**config.mk**
```make
export PLATFORM = sky130hd
export DESIGN_NAME = sfrc_read_seq
export DESIGN_NICKNAME = d
export VERILOG_FILES = /design/src/common/sfrc_pkg.sv /design/src/common/sfrc_ctr_if.sv /design/src/verilog/sfrc_addr_ctr.sv /design/src/verilog/sfrc_read_seq.sv
export SDC_FILE = /design/constraint.sdc
export NUM_CORES = 1
export LEC_CHECK = 0
export ABC_AREA = 1
export BUFFER_PORTS_ARGS = -buffer_cell sky130_fd_sc_hd__buf_2
export CORE_AREA = 2 2 103 105
export CTS_BUF_LIST = sky130_fd_sc_hd__clkbuf_4
export DETAILED_ROUTE_END_ITERATION = 8
export DIE_AREA = 0 0 105 107
export GPL_TIMING_DRIVEN = 0
export PLACE_DENSITY = 0.68
export SYNTH_ARGS = -nofsm -noshare
export SYNTH_HDL_FRONTEND = slang
export SYNTH_SLANG_ARGS = --single-unit
```
**constraint.sdc**
```tcl
create_clock -name clk_i -period 3.3 [get_ports clk_i]
set_input_delay 0.33 -clock clk_i [delete_from_list [all_inputs] [get_ports clk_i]]
set_output_delay 0.33 -clock clk_i [all_outputs]
set_load 0.005 [all_outputs]
```
**src/common/sfrc_pkg.sv**
```systemverilog
`default_nettype none

package sfrc_pkg;

  // Read opcodes
  localparam logic [7:0] OP_ARR_LEGACY = 8'hE8;
  localparam logic [7:0] OP_ARR_FAST = 8'h0B;
  localparam logic [7:0] OP_ARR_SLOW = 8'h03;
  localparam logic [7:0] OP_PAGE_RD = 8'hD2;
  localparam logic [7:0] OP_BUF1_FAST = 8'hD4;
  localparam logic [7:0] OP_BUF1_SLOW = 8'hD1;
  localparam logic [7:0] OP_BUF2_FAST = 8'hD6;
  localparam logic [7:0] OP_BUF2_SLOW = 8'hD3;

  // Header bit counts: last index of the opcode and address phases, whole bit count of the dummy phase
  localparam logic [5:0] OPC_LAST = 6'h07;
  localparam logic [5:0] ADDR_LAST = 6'h17;
  localparam logic [5:0] DUMMY_FOUR = 6'h20;
  localparam logic [5:0] DUMMY_ONE = 6'h08;
  localparam logic [5:0] DUMMY_NONE = 6'h00;

  // Address field layout
  localparam int PAGE_W = 13;
  localparam int COL_W = 10;
  localparam int A528_PAGE_LSB = 10;
  localparam int A512_PAGE_LSB = 9;
  localparam logic [9:0] LAST_COL_528 = 10'h20F;
  localparam logic [9:0] LAST_COL_512 = 10'h1FF;
  localparam logic [12:0] PAGE_STEP = 13'h0001;
  localparam logic [9:0] COL_STEP = 10'h001;

  // Values after reset
  localparam logic [5:0] RST_CNT = 6'h00;
  localparam logic [7:0] RST_BYTE = 8'h00;
  localparam logic [23:0] RST_SHIFT = 24'h000000;
  localparam logic [2:0] RST_BITN = 3'h0;
  localparam logic [12:0] RST_PAGE = 13'h0000;
  localparam logic [9:0] RST_COL = 10'h000;

  // Command sequencer states, Gray along the usual path
  typedef enum logic [2:0] {
    ST_IDLE = 3'h0,
    ST_OPC = 3'h1,
    ST_ADDR = 3'h3,
    ST_DUMMY = 3'h2,
    ST_DATA = 3'h6,
    ST_SKIP = 3'h7
  } sfrc_state_t;

  // Behaviour of the read pointer at the end of a page or buffer
  typedef enum logic [1:0] {
    WR_ARRAY = 2'h0,
    WR_PAGE = 2'h1,
    WR_BUF = 2'h2
  } sfrc_wrap_t;

endpackage

`default_nettype wire

```
**src/common/sfrc_ctr_if.sv**
```systemverilog
`default_nettype none

interface sfrc_ctr_if;
  logic ld;
  logic step;
  logic [12:0] ld_page;
  logic [9:0] ld_col;
  sfrc_pkg::sfrc_wrap_t ld_wrap;
  logic ld_pg512;
  logic [12:0] page;
  logic [9:0] col;

  modport ctl (
    output ld, step, ld_page, ld_col, ld_wrap, ld_pg512,
    input page, col
  );

  modport ctr (
    input ld, step, ld_page, ld_col, ld_wrap, ld_pg512,
    output page, col
  );
endinterface

`default_nettype wire

```
**src/verilog/sfrc_addr_ctr.sv**
```systemverilog
`default_nettype none

module sfrc_addr_ctr (
  input wire logic clk_i,
  input wire logic rst_n_i,
  sfrc_ctr_if.ctr ctr
);

  logic [12:0] page_q;
  logic [12:0] page_d;
  logic [9:0] col_q;
  logic [9:0] col_d;
  sfrc_pkg::sfrc_wrap_t wrap_q;
  sfrc_pkg::sfrc_wrap_t wrap_d;
  logic pg512_q;
  logic pg512_d;
  logic [9:0] last_col;

  // Load start address, or advance one byte with wrap
  always_comb
  begin
    page_d = page_q;
    col_d = col_q;
    wrap_d = wrap_q;
    pg512_d = pg512_q;
    last_col = pg512_q ? sfrc_pkg::LAST_COL_512 : sfrc_pkg::LAST_COL_528;
    if (ctr.ld)
    begin
      page_d = ctr.ld_page;
      col_d = ctr.ld_col;
      wrap_d = ctr.ld_wrap;
      pg512_d = ctr.ld_pg512;
    end
    else if (ctr.step)
    begin
      if (col_q == last_col)
      begin
        col_d = sfrc_pkg::RST_COL;
        if (wrap_q == sfrc_pkg::WR_ARRAY)
        begin
          page_d = page_q + sfrc_pkg::PAGE_STEP;
        end
      end
      else
      begin
        col_d = col_q + sfrc_pkg::COL_STEP;
      end
    end
  end

  // Pointer registers
  always_ff @(posedge clk_i or negedge rst_n_i)
  begin
    if (!rst_n_i)
    begin
      page_q <= sfrc_pkg::RST_PAGE;
      col_q <= sfrc_pkg::RST_COL;
      wrap_q <= sfrc_pkg::WR_ARRAY;
      pg512_q <= 1'b0;
    end
    else
    begin
      page_q <= page_d;
      col_q <= col_d;
      wrap_q <= wrap_d;
      pg512_q <= pg512_d;
    end
  end

  assign ctr.page = page_q;
  assign ctr.col = col_q;

endmodule

`default_nettype wire

```
**src/verilog/sfrc_read_seq.sv**
```systemverilog
`default_nettype none

module sfrc_read_seq (
  input wire logic clk_i,
  input wire logic rst_n_i,
  input wire logic cs_n_i,
  input wire logic sck_i,
  input wire logic si_i,
  input wire logic page_512_i,
  input wire logic [7:0] rd_data_i,
  output logic so_o,
  output logic so_oe_o,
  output logic rd_req_o,
  output logic rd_buf_o,
  output logic rd_buf_sel_o,
  output logic [12:0] rd_page_o,
  output logic [9:0] rd_col_o
);

  // Number of dummy bits that follow the address
  function automatic logic [5:0] dummy_of(input logic [7:0] op);
    case (op)
      sfrc_pkg::OP_ARR_LEGACY: dummy_of = sfrc_pkg::DUMMY_FOUR;
      sfrc_pkg::OP_PAGE_RD: dummy_of = sfrc_pkg::DUMMY_FOUR;
      sfrc_pkg::OP_ARR_FAST: dummy_of = sfrc_pkg::DUMMY_ONE;
      sfrc_pkg::OP_ARR_SLOW: dummy_of = sfrc_pkg::DUMMY_NONE;
      default: dummy_of = sfrc_pkg::DUMMY_ONE;
    endcase
  endfunction

  // Opcode is one of the supported reads
  function automatic logic op_known(input logic [7:0] op);
    case (op)
      sfrc_pkg::OP_ARR_LEGACY,
      sfrc_pkg::OP_ARR_FAST,
      sfrc_pkg::OP_ARR_SLOW,
      sfrc_pkg::OP_PAGE_RD,
      sfrc_pkg::OP_BUF1_FAST,
      sfrc_pkg::OP_BUF1_SLOW,
      sfrc_pkg::OP_BUF2_FAST,
      sfrc_pkg::OP_BUF2_SLOW: op_known = 1'b1;
      default: op_known = 1'b0;
    endcase
  endfunction

  // Wrap behaviour selected by the opcode
  function automatic sfrc_pkg::sfrc_wrap_t wrap_of(input logic [7:0] op);
    case (op)
      sfrc_pkg::OP_PAGE_RD: wrap_of = sfrc_pkg::WR_PAGE;
      sfrc_pkg::OP_ARR_LEGACY,
      sfrc_pkg::OP_ARR_FAST,
      sfrc_pkg::OP_ARR_SLOW: wrap_of = sfrc_pkg::WR_ARRAY;
      default: wrap_of = sfrc_pkg::WR_BUF;
    endcase
  endfunction

  // Page field of a 24-bit address
  function automatic logic [12:0] page_of(input logic [23:0] a, input logic pg512);
    if (pg512)
      page_of = a[sfrc_pkg::A512_PAGE_LSB +: sfrc_pkg::PAGE_W];
    else
      page_of = a[sfrc_pkg::A528_PAGE_LSB +: sfrc_pkg::PAGE_W];
  endfunction

  // Byte field of a 24-bit address, array or buffer alike
  function automatic logic [9:0] col_of(input logic [23:0] a, input logic pg512);
    if (pg512)
      col_of = {1'b0, a[8:0]};
    else
      col_of = a[9:0];
  endfunction

  // Pin history for edge detection
  logic sck_q;
  logic sck_d;
  logic cs_n_q;
  logic cs_n_d;
  logic sck_rise;
  logic sck_fall;

  // Command sequencer state
  sfrc_pkg::sfrc_state_t st_q;
  sfrc_pkg::sfrc_state_t st_d;
  logic [5:0] cnt_q;
  logic [5:0] cnt_d;
  logic [23:0] sin_q;
  logic [23:0] sin_d;
  logic [5:0] dummy_q;
  logic [5:0] dummy_d;
  sfrc_pkg::sfrc_wrap_t wrap_q;
  sfrc_pkg::sfrc_wrap_t wrap_d;
  logic bsel_q;
  logic bsel_d;
  logic pg512_q;
  logic pg512_d;
  logic [7:0] op_now;
  logic [23:0] addr_now;
  logic ld;
  logic start;

  // Data output state
  logic so_q;
  logic so_d;
  logic oe_q;
  logic oe_d;
  logic [7:0] osh_q;
  logic [7:0] osh_d;
  logic [2:0] bitn_q;
  logic [2:0] bitn_d;
  logic [7:0] nxt_q;
  logic [7:0] nxt_d;
  logic req_q;
  logic req_d;
  logic wait_q;
  logic wait_d;
  logic rbuf_q;
  logic rbuf_d;
  logic rsel_q;
  logic rsel_d;
  logic step;

  sfrc_ctr_if u_ctr_if ();

  // Edges: input sampled on rise, output shifted on fall
  always_comb
  begin
    sck_d = sck_i;
    cs_n_d = cs_n_i;
    sck_rise = sck_i & ~sck_q;
    sck_fall = ~sck_i & sck_q;
  end

  always_ff @(posedge clk_i or negedge rst_n_i)
  begin
    if (!rst_n_i)
    begin
      sck_q <= 1'b0;
      cs_n_q <= 1'b1;
    end
    else
    begin
      sck_q <= sck_d;
      cs_n_q <= cs_n_d;
    end
  end

  // Opcode, address and dummy phases
  always_comb
  begin
    st_d = st_q;
    cnt_d = cnt_q;
    sin_d = sin_q;
    dummy_d = dummy_q;
    wrap_d = wrap_q;
    bsel_d = bsel_q;
    pg512_d = pg512_q;
    ld = 1'b0;
    start = 1'b0;
    op_now = {sin_q[6:0], si_i};
    addr_now = {sin_q[22:0], si_i};
    if (cs_n_i)
    begin
      st_d = sfrc_pkg::ST_IDLE;
    end
    else
    begin
      case (st_q)
        sfrc_pkg::ST_IDLE:
        begin
          if (cs_n_q)
          begin
            st_d = sfrc_pkg::ST_OPC;
            cnt_d = sfrc_pkg::RST_CNT;
            pg512_d = page_512_i;
          end
        end
        sfrc_pkg::ST_OPC:
        begin
          if (sck_rise)
          begin
            sin_d = addr_now;
            if (cnt_q == sfrc_pkg::OPC_LAST)
            begin
              cnt_d = sfrc_pkg::RST_CNT;
              if (op_known(op_now))
              begin
                st_d = sfrc_pkg::ST_ADDR;
                dummy_d = dummy_of(op_now);
                wrap_d = wrap_of(op_now);
                bsel_d = (op_now == sfrc_pkg::OP_BUF2_FAST) ||
                         (op_now == sfrc_pkg::OP_BUF2_SLOW);
              end
              else
              begin
                st_d = sfrc_pkg::ST_SKIP;
              end
            end
            else
            begin
              cnt_d = cnt_q + 6'h01;
            end
          end
        end
        sfrc_pkg::ST_ADDR:
        begin
          if (sck_rise)
          begin
            sin_d = addr_now;
            if (cnt_q == sfrc_pkg::ADDR_LAST)
            begin
              cnt_d = sfrc_pkg::RST_CNT;
              ld = 1'b1;
              if (dummy_q == sfrc_pkg::DUMMY_NONE)
              begin
                st_d = sfrc_pkg::ST_DATA;
                start = 1'b1;
              end
              else
              begin
                st_d = sfrc_pkg::ST_DUMMY;
              end
            end
            else
            begin
              cnt_d = cnt_q + 6'h01;
            end
          end
        end
        sfrc_pkg::ST_DUMMY:
        begin
          if (sck_rise)
          begin
            if (cnt_q == dummy_q - 6'h01)
            begin
              cnt_d = sfrc_pkg::RST_CNT;
              st_d = sfrc_pkg::ST_DATA;
              start = 1'b1;
            end
            else
            begin
              cnt_d = cnt_q + 6'h01;
            end
          end
        end
        sfrc_pkg::ST_DATA,
        sfrc_pkg::ST_SKIP:
        begin
          st_d = st_q;
        end
        default:
        begin
          st_d = sfrc_pkg::ST_IDLE;
        end
      endcase
    end
  end

  always_ff @(posedge clk_i or negedge rst_n_i)
  begin
    if (!rst_n_i)
    begin
      st_q <= sfrc_pkg::ST_IDLE;
      cnt_q <= sfrc_pkg::RST_CNT;
      sin_q <= sfrc_pkg::RST_SHIFT;
      dummy_q <= sfrc_pkg::DUMMY_NONE;
      wrap_q <= sfrc_pkg::WR_ARRAY;
      bsel_q <= 1'b0;
      pg512_q <= 1'b0;
    end
    else
    begin
      st_q <= st_d;
      cnt_q <= cnt_d;
      sin_q <= sin_d;
      dummy_q <= dummy_d;
      wrap_q <= wrap_d;
      bsel_q <= bsel_d;
      pg512_q <= pg512_d;
    end
  end

  // Pointer load and step requests
  assign u_ctr_if.ld = ld;
  assign u_ctr_if.step = step;
  assign u_ctr_if.ld_page = page_of(addr_now, pg512_q);
  assign u_ctr_if.ld_col = col_of(addr_now, pg512_q);
  assign u_ctr_if.ld_wrap = wrap_q;
  assign u_ctr_if.ld_pg512 = pg512_q;

  sfrc_addr_ctr u_addr_ctr (
    .clk_i(clk_i),
    .rst_n_i(rst_n_i),
    .ctr(u_ctr_if.ctr)
  );

  // Byte prefetch and serial shift-out
  always_comb
  begin
    so_d = so_q;
    oe_d = oe_q;
    osh_d = osh_q;
    bitn_d = bitn_q;
    nxt_d = nxt_q;
    req_d = 1'b0;
    wait_d = req_q;
    rbuf_d = rbuf_q;
    rsel_d = rsel_q;
    step = 1'b0;
    if (wait_q)
    begin
      nxt_d = rd_data_i; // Fetched byte lands here
    end
    if (cs_n_i)
    begin
      oe_d = 1'b0;
      bitn_d = sfrc_pkg::RST_BITN;
    end
    else if (start)
    begin
      req_d = 1'b1;
      bitn_d = sfrc_pkg::RST_BITN;
      rbuf_d = (wrap_q == sfrc_pkg::WR_BUF);
      rsel_d = bsel_q;
    end
    else if ((st_q == sfrc_pkg::ST_DATA) && sck_fall)
    begin
      oe_d = 1'b1;
      bitn_d = bitn_q + 3'h1;
      if (bitn_q == sfrc_pkg::RST_BITN)
      begin
        so_d = nxt_q[7];
        osh_d = {nxt_q[6:0], 1'b0};
        step = 1'b1;
        req_d = 1'b1;
      end
      else
      begin
        so_d = osh_q[7];
        osh_d = {osh_q[6:0], 1'b0};
      end
    end
  end

  always_ff @(posedge clk_i or negedge rst_n_i)
  begin
    if (!rst_n_i)
    begin
      so_q <= 1'b0;
      oe_q <= 1'b0;
      osh_q <= sfrc_pkg::RST_BYTE;
      bitn_q <= sfrc_pkg::RST_BITN;
      nxt_q <= sfrc_pkg::RST_BYTE;
      req_q <= 1'b0;
      wait_q <= 1'b0;
      rbuf_q <= 1'b0;
      rsel_q <= 1'b0;
    end
    else
    begin
      so_q <= so_d;
      oe_q <= oe_d;
      osh_q <= osh_d;
      bitn_q <= bitn_d;
      nxt_q <= nxt_d;
      req_q <= req_d;
      wait_q <= wait_d;
      rbuf_q <= rbuf_d;
      rsel_q <= rsel_d;
    end
  end

  // Outputs, all from flip-flops
  assign so_o = so_q;
  assign so_oe_o = oe_q;
  assign rd_req_o = req_q;
  assign rd_buf_o = rbuf_q;
  assign rd_buf_sel_o = rsel_q;
  assign rd_page_o = u_ctr_if.page;
  assign rd_col_o = u_ctr_if.col;

endmodule

`default_nettype wire

```
==> run metrics <==
count of buffers inserted at the top-level ports 41; Crit. End Element flip-flop; static power due to leakage 2.86 nW; main flop type after synthesis dfrtp_1; final setup vio count 0; reg-to-reg critical path endpoint u_addr_ctr.ctr.col[4]; number of buffers added by the clock tree synthesis step 9; Worst Path Required 3.68 ns; critical path startpoint category flip-flop; post-detailed-route via-to-cell ratio 5.16; Die W 105 um; CTS-repair resized insts 0; initial antenna violation count 0; most common library cell in the layout ignoring fill and taps nand2_1; per-cell routed wire length 13.6 um; drt pass-1 iters 5; Worst Setup SP bitn_q[0]; Area Growth Syn to Fin 12.0%; worst vdd ir 0.000195 V; number of global-route vias before repair 4319; Finished Layout Cells 878; Setup Crit Path Kind reg2reg; total global-route track usage 0.227; critical path data arrival time 2.57 ns; total clock sinks 89; dominant cells by area after synthesis dfrtp_1 (44%), nand2_1 (15%), inv_1 (6.6%); worst slew slack as a fraction of its limit 0.581; detailed router's first-iteration violation count 301; Antenna Nets Post-Route 0; post-synthesis cell type with the largest combined area dfrtp_1; capturing instance or port of the critical path u_addr_ctr.ctr.col[4]; share of the synthesized area in the top cell type 0.441; Maximum Capacitance Violations 0; CTS tree done; async set-reset flop share out of synthesis 1.00; number of cells in the design after placement 859; buffers inserted during post-CTS setup optimization 0; actual slew at the worst max-slew pin 0.627 ns; die area 11200 um2; mean instance size in the synthesized netlist 7.33 um2; hold buffer count at CTS 3; final count of hold timing violations 0; maximum clock insertion buffer count 2; Core Area 10100 um2; initial core utilization 0.495; DRC violation count after routing 0; height of the die 107 um; commonest cells after routing, fill and taps aside nand2_1 (199), inv_1 (88), dfrtp_1 (88), nor2_1 (73), nand3_1 (54); CTS Root Buffer Type clkbuf_4; total congestion overflow 0; yosys warns 0; global-route wire length before repair 20500 um; DR vias 4534; clock slew at reported path FFs 0.17 ns; Cell Pwr Density 505 nW/um2; dpl hpwl 8760 um; net count after synthesis 701; outcome completed; post-synthesis cell area 4990 um2; maximum fanout along the worst path 10; fraction of layout instances using a drive strength above 1 0.139; final worst-path cycle share 0.663; final weighted congestion in routability-driven placement 0.861; pin count of the biggest net entering global routing 66; Fmax achieved 457 MHz; I/O pins 42; worst-case clock skew 0.0169 ns; number of nets in the finished design 757; Final min period 2.19 ns; flip-flop and latch count after synthesis 89; Post-synth EDFFs 0; post-synthesis instance total 681; setup repair after global routing missed its margin false; register area share after synthesis 0.446; Total Neg Setup Slack 0 ns; maximum level of the CTS H-tree 3; flop2flop setup slack 1.11 ns; Worst Reg2Reg Path Length in Cells 10; clock latency reported for the late side of the worst-skew pair 0.49 ns; R2R Path Start bitn_q[0]; number of diodes added for antenna fixing 0; worst min path class in2reg; final WL 11900 um; Filler Cell Count 998; post-synthesis cell type count 34; max-slew violation total from the final report 0; # rows 37
## state kept, by name, indices dropped and copies added (netlist names), 2 cells and up
| name | flops |
|---|---|
| u_addr_ctr.ctr.col | 10 |
| u_addr_ctr.ctr.page | 13 |
| u_ctr_if.ld_wrap | 2 |
| osh_q | 7 |
| u_addr_ctr.wrap_q | 2 |
| cnt_q | 6 |
| nxt_q | 8 |
| st_q | 3 |
| sin_q | 22 |
| bitn_q | 3 |
| dummy_q | 2 |
## metrics by stage
stage	utilization	power, mW	worst slack, ns	hold WS (ns)	cell area, um2
6_report	0.554	2.83	1.11	0.0426	5590
4_1_cts	0.554	2.83	1.10	0.0356	5590
3_5_place_dp	0.535	2.13	1.12	0.271	5400
3_3_place_gp	0.532	2.09	1.10	0.374	5370
5_1_grt	0.554	3.03	0.923	0.0280	5590
2_1_floorplan	-	1.91	1.57	0.0344	4990
## worst min-delay path by stage
| stage | slack (ns) | startpoint | cells after the start | end |
|---|---|---|---|---|
| after CTS | 0.04 | rd_data_i[0] | 3 | nxt_q[0] |
| after global routing | 0.03 | rd_data_i[2] | 2 | nxt_q[2] |
| after global placement | 0.37 | rd_req_o | 0 | wait_q |
| after floorplan | 0.03 | rst_n_i | 0 | bitn_q[0] |
| after detailed placement | 0.27 | rst_n_i | 1 | nxt_q[5] |
| final | 0.04 | rd_data_i[0] | 3 | nxt_q[0] |
## cell usage after synthesis, drive strengths merged (5+ instances only)
| library cell | count |
|---|---|
| a21oi | 16 |
| nand3 | 58 |
| o21ai | 57 |
| nand4 | 13 |
| ha | 6 |
| mux2 | 7 |
| nor2 | 81 |
| buf | 11 |
| nand2 | 205 |
| clkbuf | 8 |
| dfrtp | 88 |
| inv | 93 |
| xor2 | 10 |
| o22ai | 5 |
| a31oi | 7 |
| nor3 | 5 |
## cell type report
class | count | area (um2) | share of cell area
Multi-Input combinational cell | 480 | 2320 | 0.414
Buffer | 19 | 97.6 | 0.0175
Tap cell | 136 | 170 | 0.0304
Inverter | 93 | 349 | 0.0624
Clock buffer | 9 | 67.6 | 0.0121
Timing Repair Buffer | 45 | 265 | 0.0474
Sequential cell | 89 | 2230 | 0.399
Clock inverter | 7 | 96.3 | 0.0172
## routing by layer
layer	part of all wire	GRT usage
met4	0.012	0.0619
met5	0	0
met2	0.47	0.375
met1	0.47	0.307
met3	0.047	0.0413
## report_power, final
group          internal, mW  switching, mW  leakage, nW
Clock                 0.255          0.456       0.0853
Sequential             1.25          0.151         1.13
Combinational         0.246          0.463         1.64
Total                  1.76           1.07         2.86
## logic make-up (layout without fill, tap and decap cells)
logic type / count (synthesis) / in the layout / share of synthesized area
adders and majority gates: 6 / 6 / 0.0150
buffers and inverters: 112 / 173 / 0.0895
AOI/OAI and AO/OA: 91 / 91 / 0.0985
and+or+nand+nor: 366 / 366 / 0.317
muxes: 7 / 7 / 0.0158
DFF: 89 / 89 / 0.446
xor gates and xnor gates: 10 / 10 / 0.0175
## worst max-delay path, stage by stage (launching register included)
cell	delay (ns)
dfrtp_1	0.43
inv_1	0.09
ha_1	0.15
inv_1	0.04
nor2_1	0.48
nand3_2	0.21
nand2_2	0.18
buf_2	0.25
o22ai_1	0.11
inv_1	0.07
o21ai_0	0.08
No activity file was read; power rests on OpenSTA's default activity.
